File: src/sadc_pkg.sv
// shared constants and carrier types for the converter control block
package sadc_pkg;

  localparam logic [7:0] CTRL_MAIN_OFS = 8'h00;
  localparam logic [7:0] PORT_CFG_OFS  = 8'h04;
  localparam logic [7:0] RES_HIGH_OFS  = 8'h08;
  localparam logic [7:0] RES_LOW_OFS   = 8'h0C;
  localparam logic [7:0] DONE_STAT_OFS = 8'h10;

  localparam int CLK_SEL_HI  = 7;
  localparam int CLK_SEL_LO  = 6;
  localparam int CHAN_HI     = 5;
  localparam int CHAN_LO     = 3;
  localparam int GO_BIT      = 2;
  localparam int POWER_BIT   = 0;
  localparam int JUSTIFY_BIT = 5;
  localparam int PCFG_HI     = 3;
  localparam int DONE_BIT    = 0;

  localparam logic [7:0] CTRL_MAIN_RST = 8'h00;
  localparam logic [7:0] PORT_CFG_RST  = 8'h00;
  localparam logic [7:0] CTRL_MAIN_WM  = 8'hF9;
  localparam logic [7:0] PORT_CFG_WM   = 8'h2F;

  localparam logic [1:0] CLK_DIV2 = 2'h0;
  localparam logic [1:0] CLK_DIV8 = 2'h1;
  localparam logic [1:0] CLK_DIV32 = 2'h2;
  localparam logic [1:0] CLK_RC   = 2'h3;
  localparam logic [4:0] DIV2_LAST  = 5'h01;
  localparam logic [4:0] DIV8_LAST  = 5'h07;
  localparam logic [4:0] DIV32_LAST = 5'h1F;

  localparam logic [3:0] TAD_CONV_LAST  = 4'hB;
  localparam logic [3:0] TAD_ABORT_LAST = 4'h1;
  localparam logic [9:0] SAR_MSB        = 10'h200;

  localparam logic [15:0] VREF_POS_PIN_SET = 16'hBD2A;
  localparam logic [15:0] VREF_NEG_PIN_SET = 16'hB900;

  localparam logic [1:0] RESP_OKAY   = 2'h0;
  localparam logic [1:0] RESP_SLVERR = 2'h2;

  typedef enum logic [1:0] {
    SADC_IDLE  = 2'b00,
    SADC_CONV  = 2'b01,
    SADC_ABORT = 2'b10
  } sadc_state_t;

  typedef struct packed {
    logic [7:0]  awaddr;
    logic        awvalid;
    logic [31:0] wdata;
    logic [3:0]  wstrb;
    logic        wvalid;
    logic        bready;
    logic [7:0]  araddr;
    logic        arvalid;
    logic        rready;
  } sadc_axi_req_t;

  typedef struct packed {
    logic        awready;
    logic        wready;
    logic [1:0]  bresp;
    logic        bvalid;
    logic        arready;
    logic [31:0] rdata;
    logic [1:0]  rresp;
    logic        rvalid;
  } sadc_axi_rsp_t;

  typedef struct packed {
    logic [2:0]  chan;
    logic        hold_connect;
    logic [9:0]  dac_code;
    logic [7:0]  analog_mask;
    logic        vref_pos_pin;
    logic        vref_neg_pin;
    logic        power_on;
  } sadc_ana_t;

endpackage

File: src/sadc_ctrl.sv
// sequencing, registers and bus slave of the 10-bit converter
`timescale 1ns/10ps
module sadc_ctrl (
  input  wire logic                   clk,
  input  wire logic                   rst_b,
  input  wire logic                   ce,
  input  wire logic                   sleep_mode,
  input  wire logic                   rc_tick,
  input  wire logic                   comp_hi,
  input  wire sadc_pkg::sadc_axi_req_t axi_req,
  output sadc_pkg::sadc_axi_rsp_t      axi_rsp,
  output sadc_pkg::sadc_ana_t          ana,
  output logic                        conv_done_flag
);
  import sadc_pkg::*;

  function automatic logic [4:0] div_last(input logic [1:0] sel);
    case (sel)
      CLK_DIV2: div_last = DIV2_LAST;
      CLK_DIV8: div_last = DIV8_LAST;
      default:  div_last = DIV32_LAST;
    endcase
  endfunction

  function automatic logic [7:0] pin_mask(input logic [3:0] cfg);
    case (cfg)
      4'h0, 4'h1, 4'h8:       pin_mask = 8'hFF;
      4'h2, 4'h3, 4'hC:       pin_mask = 8'h1F;
      4'h4, 4'h5:             pin_mask = 8'h0B;
      4'h6, 4'h7:             pin_mask = 8'h00;
      4'h9, 4'hA, 4'hB:       pin_mask = 8'h3F;
      4'hD:                   pin_mask = 8'h0F;
      4'hE:                   pin_mask = 8'h01;
      default:                pin_mask = 8'h0D;
    endcase
  endfunction

  function automatic logic hit(input logic [7:0] a, input logic [7:0] o);
    hit = (a[7:2] == o[7:2]);
  endfunction

  logic [7:0]  ctrl_main_r;
  logic [7:0]  port_cfg_r;
  logic        done_flag_r;
  sadc_state_t state_r;
  logic [3:0]  tad_r;
  logic [4:0]  div_r;
  logic [9:0]  dac_r;
  logic [9:0]  mask_r;
  logic [9:0]  result_r;
  logic        aw_have_r;
  logic        w_have_r;
  logic [7:0]  awaddr_r;
  logic [31:0] wdata_r;
  logic [3:0]  wstrb_r;
  logic        bvalid_r;
  logic [1:0]  bresp_r;
  logic        rvalid_r;
  logic [31:0] rdata_r;
  logic [1:0]  rresp_r;

  logic        aw_take;
  logic        w_take;
  logic        wr_fire;
  logic [7:0]  wa;
  logic [31:0] wd;
  logic        wl0;
  logic        wr_ctrl;
  logic        wr_pcfg;
  logic        wr_done;
  logic        wr_map;
  logic        ar_take;
  logic [1:0]  clk_sel;
  logic        div_hit;
  logic        tad_tick;
  logic        start;
  logic        conv_finish;
  logic [7:0]  res_high;
  logic [7:0]  res_low;
  logic [7:0]  rd_byte;
  logic        rd_map;
  logic [9:0]  dac_nxt;

  // bus side: readies drop with ce so nothing is taken while frozen
  assign axi_rsp.awready = ce && !aw_have_r && !bvalid_r;
  assign axi_rsp.wready  = ce && !w_have_r && !bvalid_r;
  assign axi_rsp.arready = ce && !rvalid_r;
  assign axi_rsp.bvalid  = bvalid_r;
  assign axi_rsp.bresp   = bresp_r;
  assign axi_rsp.rvalid  = rvalid_r;
  assign axi_rsp.rdata   = rdata_r;
  assign axi_rsp.rresp   = rresp_r;

  assign aw_take = axi_req.awvalid && axi_rsp.awready;
  assign w_take  = axi_req.wvalid && axi_rsp.wready;
  assign wr_fire = ce && (aw_have_r || aw_take) && (w_have_r || w_take);
  assign wa  = aw_have_r ? awaddr_r : axi_req.awaddr;
  assign wd  = w_have_r ? wdata_r : axi_req.wdata;
  assign wl0 = w_have_r ? wstrb_r[0] : axi_req.wstrb[0];
  assign wr_map  = hit(wa, CTRL_MAIN_OFS) || hit(wa, PORT_CFG_OFS) ||
                   hit(wa, RES_HIGH_OFS) || hit(wa, RES_LOW_OFS) ||
                   hit(wa, DONE_STAT_OFS);
  assign wr_ctrl = wr_fire && wl0 && hit(wa, CTRL_MAIN_OFS);
  assign wr_pcfg = wr_fire && wl0 && hit(wa, PORT_CFG_OFS);
  assign wr_done = wr_fire && wl0 && hit(wa, DONE_STAT_OFS);
  assign ar_take = axi_req.arvalid && axi_rsp.arready;

  always_ff @(posedge clk or negedge rst_b)
  begin
    if (!rst_b)
    begin
      aw_have_r <= 1'b0;
      w_have_r  <= 1'b0;
      awaddr_r  <= 8'h00;
      wdata_r   <= 32'h00000000;
      wstrb_r   <= 4'h0;
      bvalid_r  <= 1'b0;
      bresp_r   <= RESP_OKAY;
    end
    else if (ce)
    begin
      if (aw_take)
        awaddr_r <= axi_req.awaddr;
      if (w_take)
      begin
        wdata_r <= axi_req.wdata;
        wstrb_r <= axi_req.wstrb;
      end
      if (wr_fire)
      begin
        aw_have_r <= 1'b0;
        w_have_r  <= 1'b0;
        bvalid_r  <= 1'b1;
        bresp_r   <= wr_map ? RESP_OKAY : RESP_SLVERR;
      end
      else
      begin
        aw_have_r <= aw_have_r || aw_take;
        w_have_r  <= w_have_r || w_take;
        if (bvalid_r && axi_req.bready)
          bvalid_r <= 1'b0;
      end
    end
  end

  assign clk_sel = ctrl_main_r[CLK_SEL_HI:CLK_SEL_LO];
  // core divider halts in sleep; only the RC source keeps ticking
  assign div_hit  = !sleep_mode && (div_r == div_last(clk_sel));
  assign tad_tick = (clk_sel == CLK_RC) ? rc_tick : div_hit;
  assign start = wr_ctrl && wd[GO_BIT] && wd[POWER_BIT] &&
                 ctrl_main_r[POWER_BIT] && state_r == SADC_IDLE;
  // a rewrite that keeps go and power must not swallow the last tick
  assign conv_finish = state_r == SADC_CONV && tad_tick &&
                       !(wr_ctrl && !(wd[GO_BIT] && wd[POWER_BIT])) &&
                       tad_r == TAD_CONV_LAST;

  always_ff @(posedge clk or negedge rst_b)
  begin
    if (!rst_b)
      div_r <= 5'h00;
    else if (ce)
    begin
      if (start || div_hit || clk_sel == CLK_RC)
        div_r <= 5'h00;
      else if (!sleep_mode)
        div_r <= div_r + 5'h01;
    end
  end

  always_ff @(posedge clk or negedge rst_b)
  begin
    if (!rst_b)
    begin
      ctrl_main_r <= CTRL_MAIN_RST;
      port_cfg_r  <= PORT_CFG_RST;
    end
    else if (ce)
    begin
      if (wr_ctrl)
        ctrl_main_r <= wd[7:0] & CTRL_MAIN_WM;
      if (wr_pcfg)
        port_cfg_r <= wd[7:0] & PORT_CFG_WM;
    end
  end

  // keep the bit when the input sits above the trial level
  assign dac_nxt = (comp_hi ? dac_r : (dac_r & ~mask_r)) | (mask_r >> 1);

  always_ff @(posedge clk or negedge rst_b)
  begin
    if (!rst_b)
    begin
      state_r <= SADC_IDLE;
      tad_r   <= 4'h0;
      dac_r   <= 10'h000;
      mask_r  <= 10'h000;
    end
    else if (ce)
    begin
      case (state_r)
        SADC_IDLE:
          if (start)
          begin
            state_r <= SADC_CONV;
            tad_r   <= 4'h0;
            dac_r   <= 10'h000;
            mask_r  <= 10'h000;
          end
        SADC_CONV:
          if (wr_ctrl && !wd[POWER_BIT])
            state_r <= SADC_IDLE;
          else if (wr_ctrl && !wd[GO_BIT])
          begin
            state_r <= SADC_ABORT;
            tad_r   <= 4'h0;
          end
          else if (tad_tick)
          begin
            if (tad_r == 4'h0)
            begin
              dac_r  <= SAR_MSB;
              mask_r <= SAR_MSB;
              tad_r  <= 4'h1;
            end
            else if (tad_r == TAD_CONV_LAST)
              state_r <= SADC_IDLE;
            else
            begin
              dac_r  <= dac_nxt;
              mask_r <= mask_r >> 1;
              tad_r  <= tad_r + 4'h1;
            end
          end
        SADC_ABORT:
          if (wr_ctrl && !wd[POWER_BIT])
            state_r <= SADC_IDLE;
          else if (tad_tick)
          begin
            if (tad_r == TAD_ABORT_LAST)
              state_r <= SADC_IDLE;
            else
              tad_r <= tad_r + 4'h1;
          end
        default:
          state_r <= SADC_IDLE;
      endcase
    end
  end

  always_ff @(posedge clk or negedge rst_b)
  begin
    if (!rst_b)
      result_r <= 10'h000;
    else if (ce && conv_finish)
      result_r <= dac_r;
  end

  // a new completion beats a software clear in the same cycle
  always_ff @(posedge clk or negedge rst_b)
  begin
    if (!rst_b)
      done_flag_r <= 1'b0;
    else if (ce)
    begin
      if (conv_finish)
        done_flag_r <= 1'b1;
      else if (wr_done && !wd[DONE_BIT])
        done_flag_r <= 1'b0;
    end
  end

  assign res_high = port_cfg_r[JUSTIFY_BIT] ? {6'h00, result_r[9:8]}
                                            : result_r[9:2];
  assign res_low  = port_cfg_r[JUSTIFY_BIT] ? result_r[7:0]
                                            : {result_r[1:0], 6'h00};

  always_comb
  begin
    rd_map  = 1'b1;
    rd_byte = 8'h00;
    if (hit(axi_req.araddr, CTRL_MAIN_OFS))
      rd_byte = {ctrl_main_r[7:3], state_r == SADC_CONV, 1'b0,
                 ctrl_main_r[POWER_BIT]};
    else if (hit(axi_req.araddr, PORT_CFG_OFS))
      rd_byte = port_cfg_r;
    else if (hit(axi_req.araddr, RES_HIGH_OFS))
      rd_byte = res_high;
    else if (hit(axi_req.araddr, RES_LOW_OFS))
      rd_byte = res_low;
    else if (hit(axi_req.araddr, DONE_STAT_OFS))
      rd_byte = {7'h00, done_flag_r};
    else
      rd_map = 1'b0;
  end

  always_ff @(posedge clk or negedge rst_b)
  begin
    if (!rst_b)
    begin
      rvalid_r <= 1'b0;
      rdata_r  <= 32'h00000000;
      rresp_r  <= RESP_OKAY;
    end
    else if (ce)
    begin
      if (ar_take)
      begin
        rvalid_r <= 1'b1;
        rdata_r  <= {24'h000000, rd_byte};
        rresp_r  <= rd_map ? RESP_OKAY : RESP_SLVERR;
      end
      else if (rvalid_r && axi_req.rready)
        rvalid_r <= 1'b0;
    end
  end

  // analog front end is steered straight from the register flops
  assign ana.chan         = ctrl_main_r[CHAN_HI:CHAN_LO];
  assign ana.hold_connect = ctrl_main_r[POWER_BIT] && state_r == SADC_IDLE;
  assign ana.dac_code     = dac_r;
  assign ana.analog_mask  = pin_mask(port_cfg_r[PCFG_HI:0]);
  assign ana.vref_pos_pin = VREF_POS_PIN_SET[port_cfg_r[PCFG_HI:0]];
  assign ana.vref_neg_pin = VREF_NEG_PIN_SET[port_cfg_r[PCFG_HI:0]];
  assign ana.power_on     = ctrl_main_r[POWER_BIT];
  assign conv_done_flag   = done_flag_r;
endmodule

File: config.mk
export PLATFORM = sky130hd
export DESIGN_NAME = sadc_ctrl
export DESIGN_NICKNAME = d
export VERILOG_FILES = /design/src/sadc_pkg.sv /design/src/sadc_ctrl.sv
export SDC_FILE = /design/constraint.sdc
export NUM_CORES = 1
export LEC_CHECK = 0
export BUFFER_PORTS_ARGS = -buffer_cell sky130_fd_sc_hd__buf_2
export CORE_MARGIN = 2
export CORE_UTILIZATION = 35
export DETAILED_ROUTE_END_ITERATION = 10
export HOLD_SLACK_MARGIN = 0.05
export PLACE_DENSITY_LB_ADDON = 0.15
export REMOVE_ABC_BUFFERS = 1
export SKIP_CTS_REPAIR_TIMING = 1
export SYNTH_ARGS = -nofsm -noshare
export SYNTH_HDL_FRONTEND = slang
export SYNTH_SLANG_ARGS = --single-unit
File: constraint.sdc
create_clock -name clk -period 4.15 [get_ports clk]
set_input_delay 0.2075 -clock clk [delete_from_list [all_inputs] [get_ports clk]]
set_output_delay 0.2075 -clock clk [all_outputs]
set_load 0.01 [all_outputs]
==> metrics.md <==
| Metric | Value |
|---|---|
| Initial DRC Count | 194 |
| Final WS setup | 1.070 ns |
| TNS Setup | 0 ns |
| Max Freq | 0.3247 GHz |
| PortBufs | 72 |
| GPL Wtd Cong | 0.8311 |
| Endpoint class of the critical path | flip-flop |
| Tightest Hold Check Type | input pin to flip-flop |
| Final core utilization | 0.4129 |
| WL per Instance | 15.57 um |
| Slew of the pin with the lowest slew margin | 0.8469 ns |
| Clock latency on the worst-skew pair | 0.33 ns |
| Most frequent cells in the layout | dfrtp_1, buf_2, nand2_1 |
| Initial core utilization | 0.3609 |
| Clock power frac | 0.292 |
| Post-Layout Cell Count | 745 |
| Status | finished clean |
| Max-Cap Viols | 0 |
| TritonCTS Sinks | 82 |
| Die area | 14720 um^2 |
| Final period utilization | 0.7422 |
| Unique masters post-synth | 62 |
| Most common cell after layout, fill and taps aside | dfrtp_1 |
| Clock buffer depth | 2 |
| Worst Path Arrival | 3.29 ns |
| Core footprint | 13350 um^2 |
| Total power | 2.998 mW |
| Yosys reg bits | 82 |
| Fill count | 1369 |
| Worst slew margin | 0.4310 |
| Routed vias/inst | 5.165 |
| Fin. Hold Viols | 0 |
| Final WL | 11600 um |
| Async SR Flop Fraction | 1.000 |
| Area delta synth->final | 14.42% |
| Detail Route Antenna Nets | 0 |
| Cell area after synthesis | 4817 um^2 |
| Crit path required time | 4.36 ns |
| Final nets | 638 |
| Internal Pwr Total | 1.934 mW |
| Logic pwr share | 0.311 |
| CP startpoint kind | flip-flop |
| Via count | 3848 |
| Minimum clock period | 3.080 ns |
| Ys Warns | 0 |
| EDFF count, synth | 0 |
| Ant diodes | 0 |
| Switching share of power | 0.3549 |
| Register area share after synthesis | 0.4260 |
| Total CTS buffers | 9 |
| CTS tree | done |
| Clk slew on worst S/H paths | 0.07 ns |
| Die width | 121.3 um |
| Depth of the CTS H-tree | 3 |
| Leakage Power | 2.648 nW |
| DRT Pass-1 Iters | 4 |
| # setup viols final | 0 |
| RSZ-0062 raised after global routing | false |
| Global route overflow | 0 |
| Global-route wire length before repair | 18880 um |
| Die Y | 121.3 um |
| Fin. max-slew vios | 0 |
| Top-Level Pins | 130 |
| Vias in the first global route | 3684 |
| GRT Total Usage | 0.1643 |
| PwrDens | 543.9 nW/um^2 |
| Dominant synthesized flop cell | dfrtp_1 |
| Critical Path Fanout Max | 19 |
| Share of post-route cells with drive strength above 1 | 0.2302 |
| Post-Syn Area per Cell | 9.539 um^2 |
| Largest net degree at the start of global routing | 48 |
| DRC violations left | 0 |
| Cells after Synth | 505 |
| Clock root buffer | clkbuf_16 |
| Crit path kind | flip-flop to flip-flop |
| HPWL Detailed | 8616 um |
| Floorplan row count | 42 |
| Placed cell count | 729 |
| Sequential share of power | 0.397 |
| Pre-CTS WS | 1.069 ns |
| Initial antenna violation count | 0 |
| Total net switching power | 1.064 mW |
| Max Clock Skew | 0.009824 ns |
| Worst IR Drop VDD | 0.0001846 V |
critical path, cell delays in order (launching register included):
cell and delay [ns]:
dfrtp_1 0.56, nor4_2 0.46, o21ai_1 0.15, or3_1 0.65
nor2_2 0.23, nor3_2 0.08, o21ai_4 0.45, mux2_1 0.36
logic make-up after synthesis:
group | synth area share
other | 0.0007785
AND/OR/NAND/NOR | 0.1592
buffers and inverters | 0.09584
multiplexers | 0.1047
adder cells (fa/ha/maj) | 0.02597
flip-flops | 0.4260
AO/OA/AOI/OAI | 0.1875
area by class of cell:
cell class	instances	area [um^2]	area share
multi-input combinational	364	2397	0.4350
sequential	82	2052	0.3723
timing repair buffer	76	395.4	0.07174
clock buffer	11	252.7	0.04586
tap	176	220.2	0.03995
inverter	32	120.1	0.02179
clock inverter	4	73.82	0.01339
worst paths after layout:
kind,cells past startpoint,from,slack (ns),end
max,7,aw_have_r$_DFFE_PN0P_,1.07,mask_r[9]$_DFFE_PN0P_
min,2,sleep_mode,0.12,div_r[2]$_DFFE_PN0P_
max reg2reg,7,aw_have_r$_DFFE_PN0P_,1.07,mask_r[9]$_DFFE_PN0P_
min reg2reg,1,mask_r[6]$_DFFE_PN0P_,0.47,mask_r[6]$_DFFE_PN0P_
max in group asynchronous,3,rst_b,2.80,result_r[6]$_DFFE_PN0P_
min in group asynchronous,2,rst_b,0.37,div_r[2]$_DFFE_PN0P_
synth_stat cells (5+ instances only):
cell type / instances / area share
o21ai_0: 37 / 0.038
inv_1: 30 / 0.023
clkbuf_1: 11 / 0.0086
o22ai_1: 6 / 0.0078
a22o_1: 7 / 0.013
nor3_1: 12 / 0.012
mux2_2: 22 / 0.051
nor2b_1: 5 / 0.0065
nor3_2: 7 / 0.015
buf_4: 34 / 0.053
a21o_1: 10 / 0.016
a21oi_1: 23 / 0.024
nand2_1: 55 / 0.043
mux2i_1: 11 / 0.023
o21ai_1: 6 / 0.0062
ha_1: 10 / 0.026
nor2_1: 28 / 0.022
a211o_1: 7 / 0.013
dfrtp_1: 82 / 0.43
nand2b_1: 5 / 0.0065
nand3_1: 10 / 0.010
mux2_1: 13 / 0.030
state kept, by name (all words and copies together), names as in the netlist:
name	cells
mask_r	10
wstrb_r	1
result_r	10
rdata_r	8
conv_done_flag	1
bresp_r	1
port_cfg_r	5
aw_have_r	1
dac_r	10
bvalid_r	1
div_r	5
wdata_r	8
ctrl_main_r	6
awaddr_r	6
state_r	2
tad_r	4
rvalid_r	1
rresp_r	1
w_have_r	1
metal layers:
layer / share of wire / track usage / up-vias / wire, um
li1: - / - / 1863 / -
met1: 0.46 / 0.2132 / 1898 / 5360
met5: 0 / 0 / - / 0
met2: 0.49 / 0.2784 / 78 / 5711
met3: 0.039 / 0.03289 / 9 / 447
met4: 0.0067 / 0.04526 / 0 / 78
power groups by stage:
stage                     Sequential (mW)  Combinational, mW  Clock [mW]
after floorplan                      1.18              0.627           0
after global placement               1.20              0.920           0
after detailed placement             1.21              0.937           0
after CTS                            1.19              0.939       0.900
after global routing                 1.23               1.05       0.936
final                                1.19              0.931       0.876
through the flow:
| step | hold WS [ns] | cell area (um^2) |
|---|---|---|
| finish | 0.1164 | 5512 |
| global route | 0.1040 | 5512 |
| CTS | -0.1661 | 5502 |
| detailed placement | 0.1972 | 5175 |
| global placement | 0.1990 | 5175 |
| floorplan | -0.08809 | 4569 |
No activity file was read; power rests on OpenSTA's default activity.
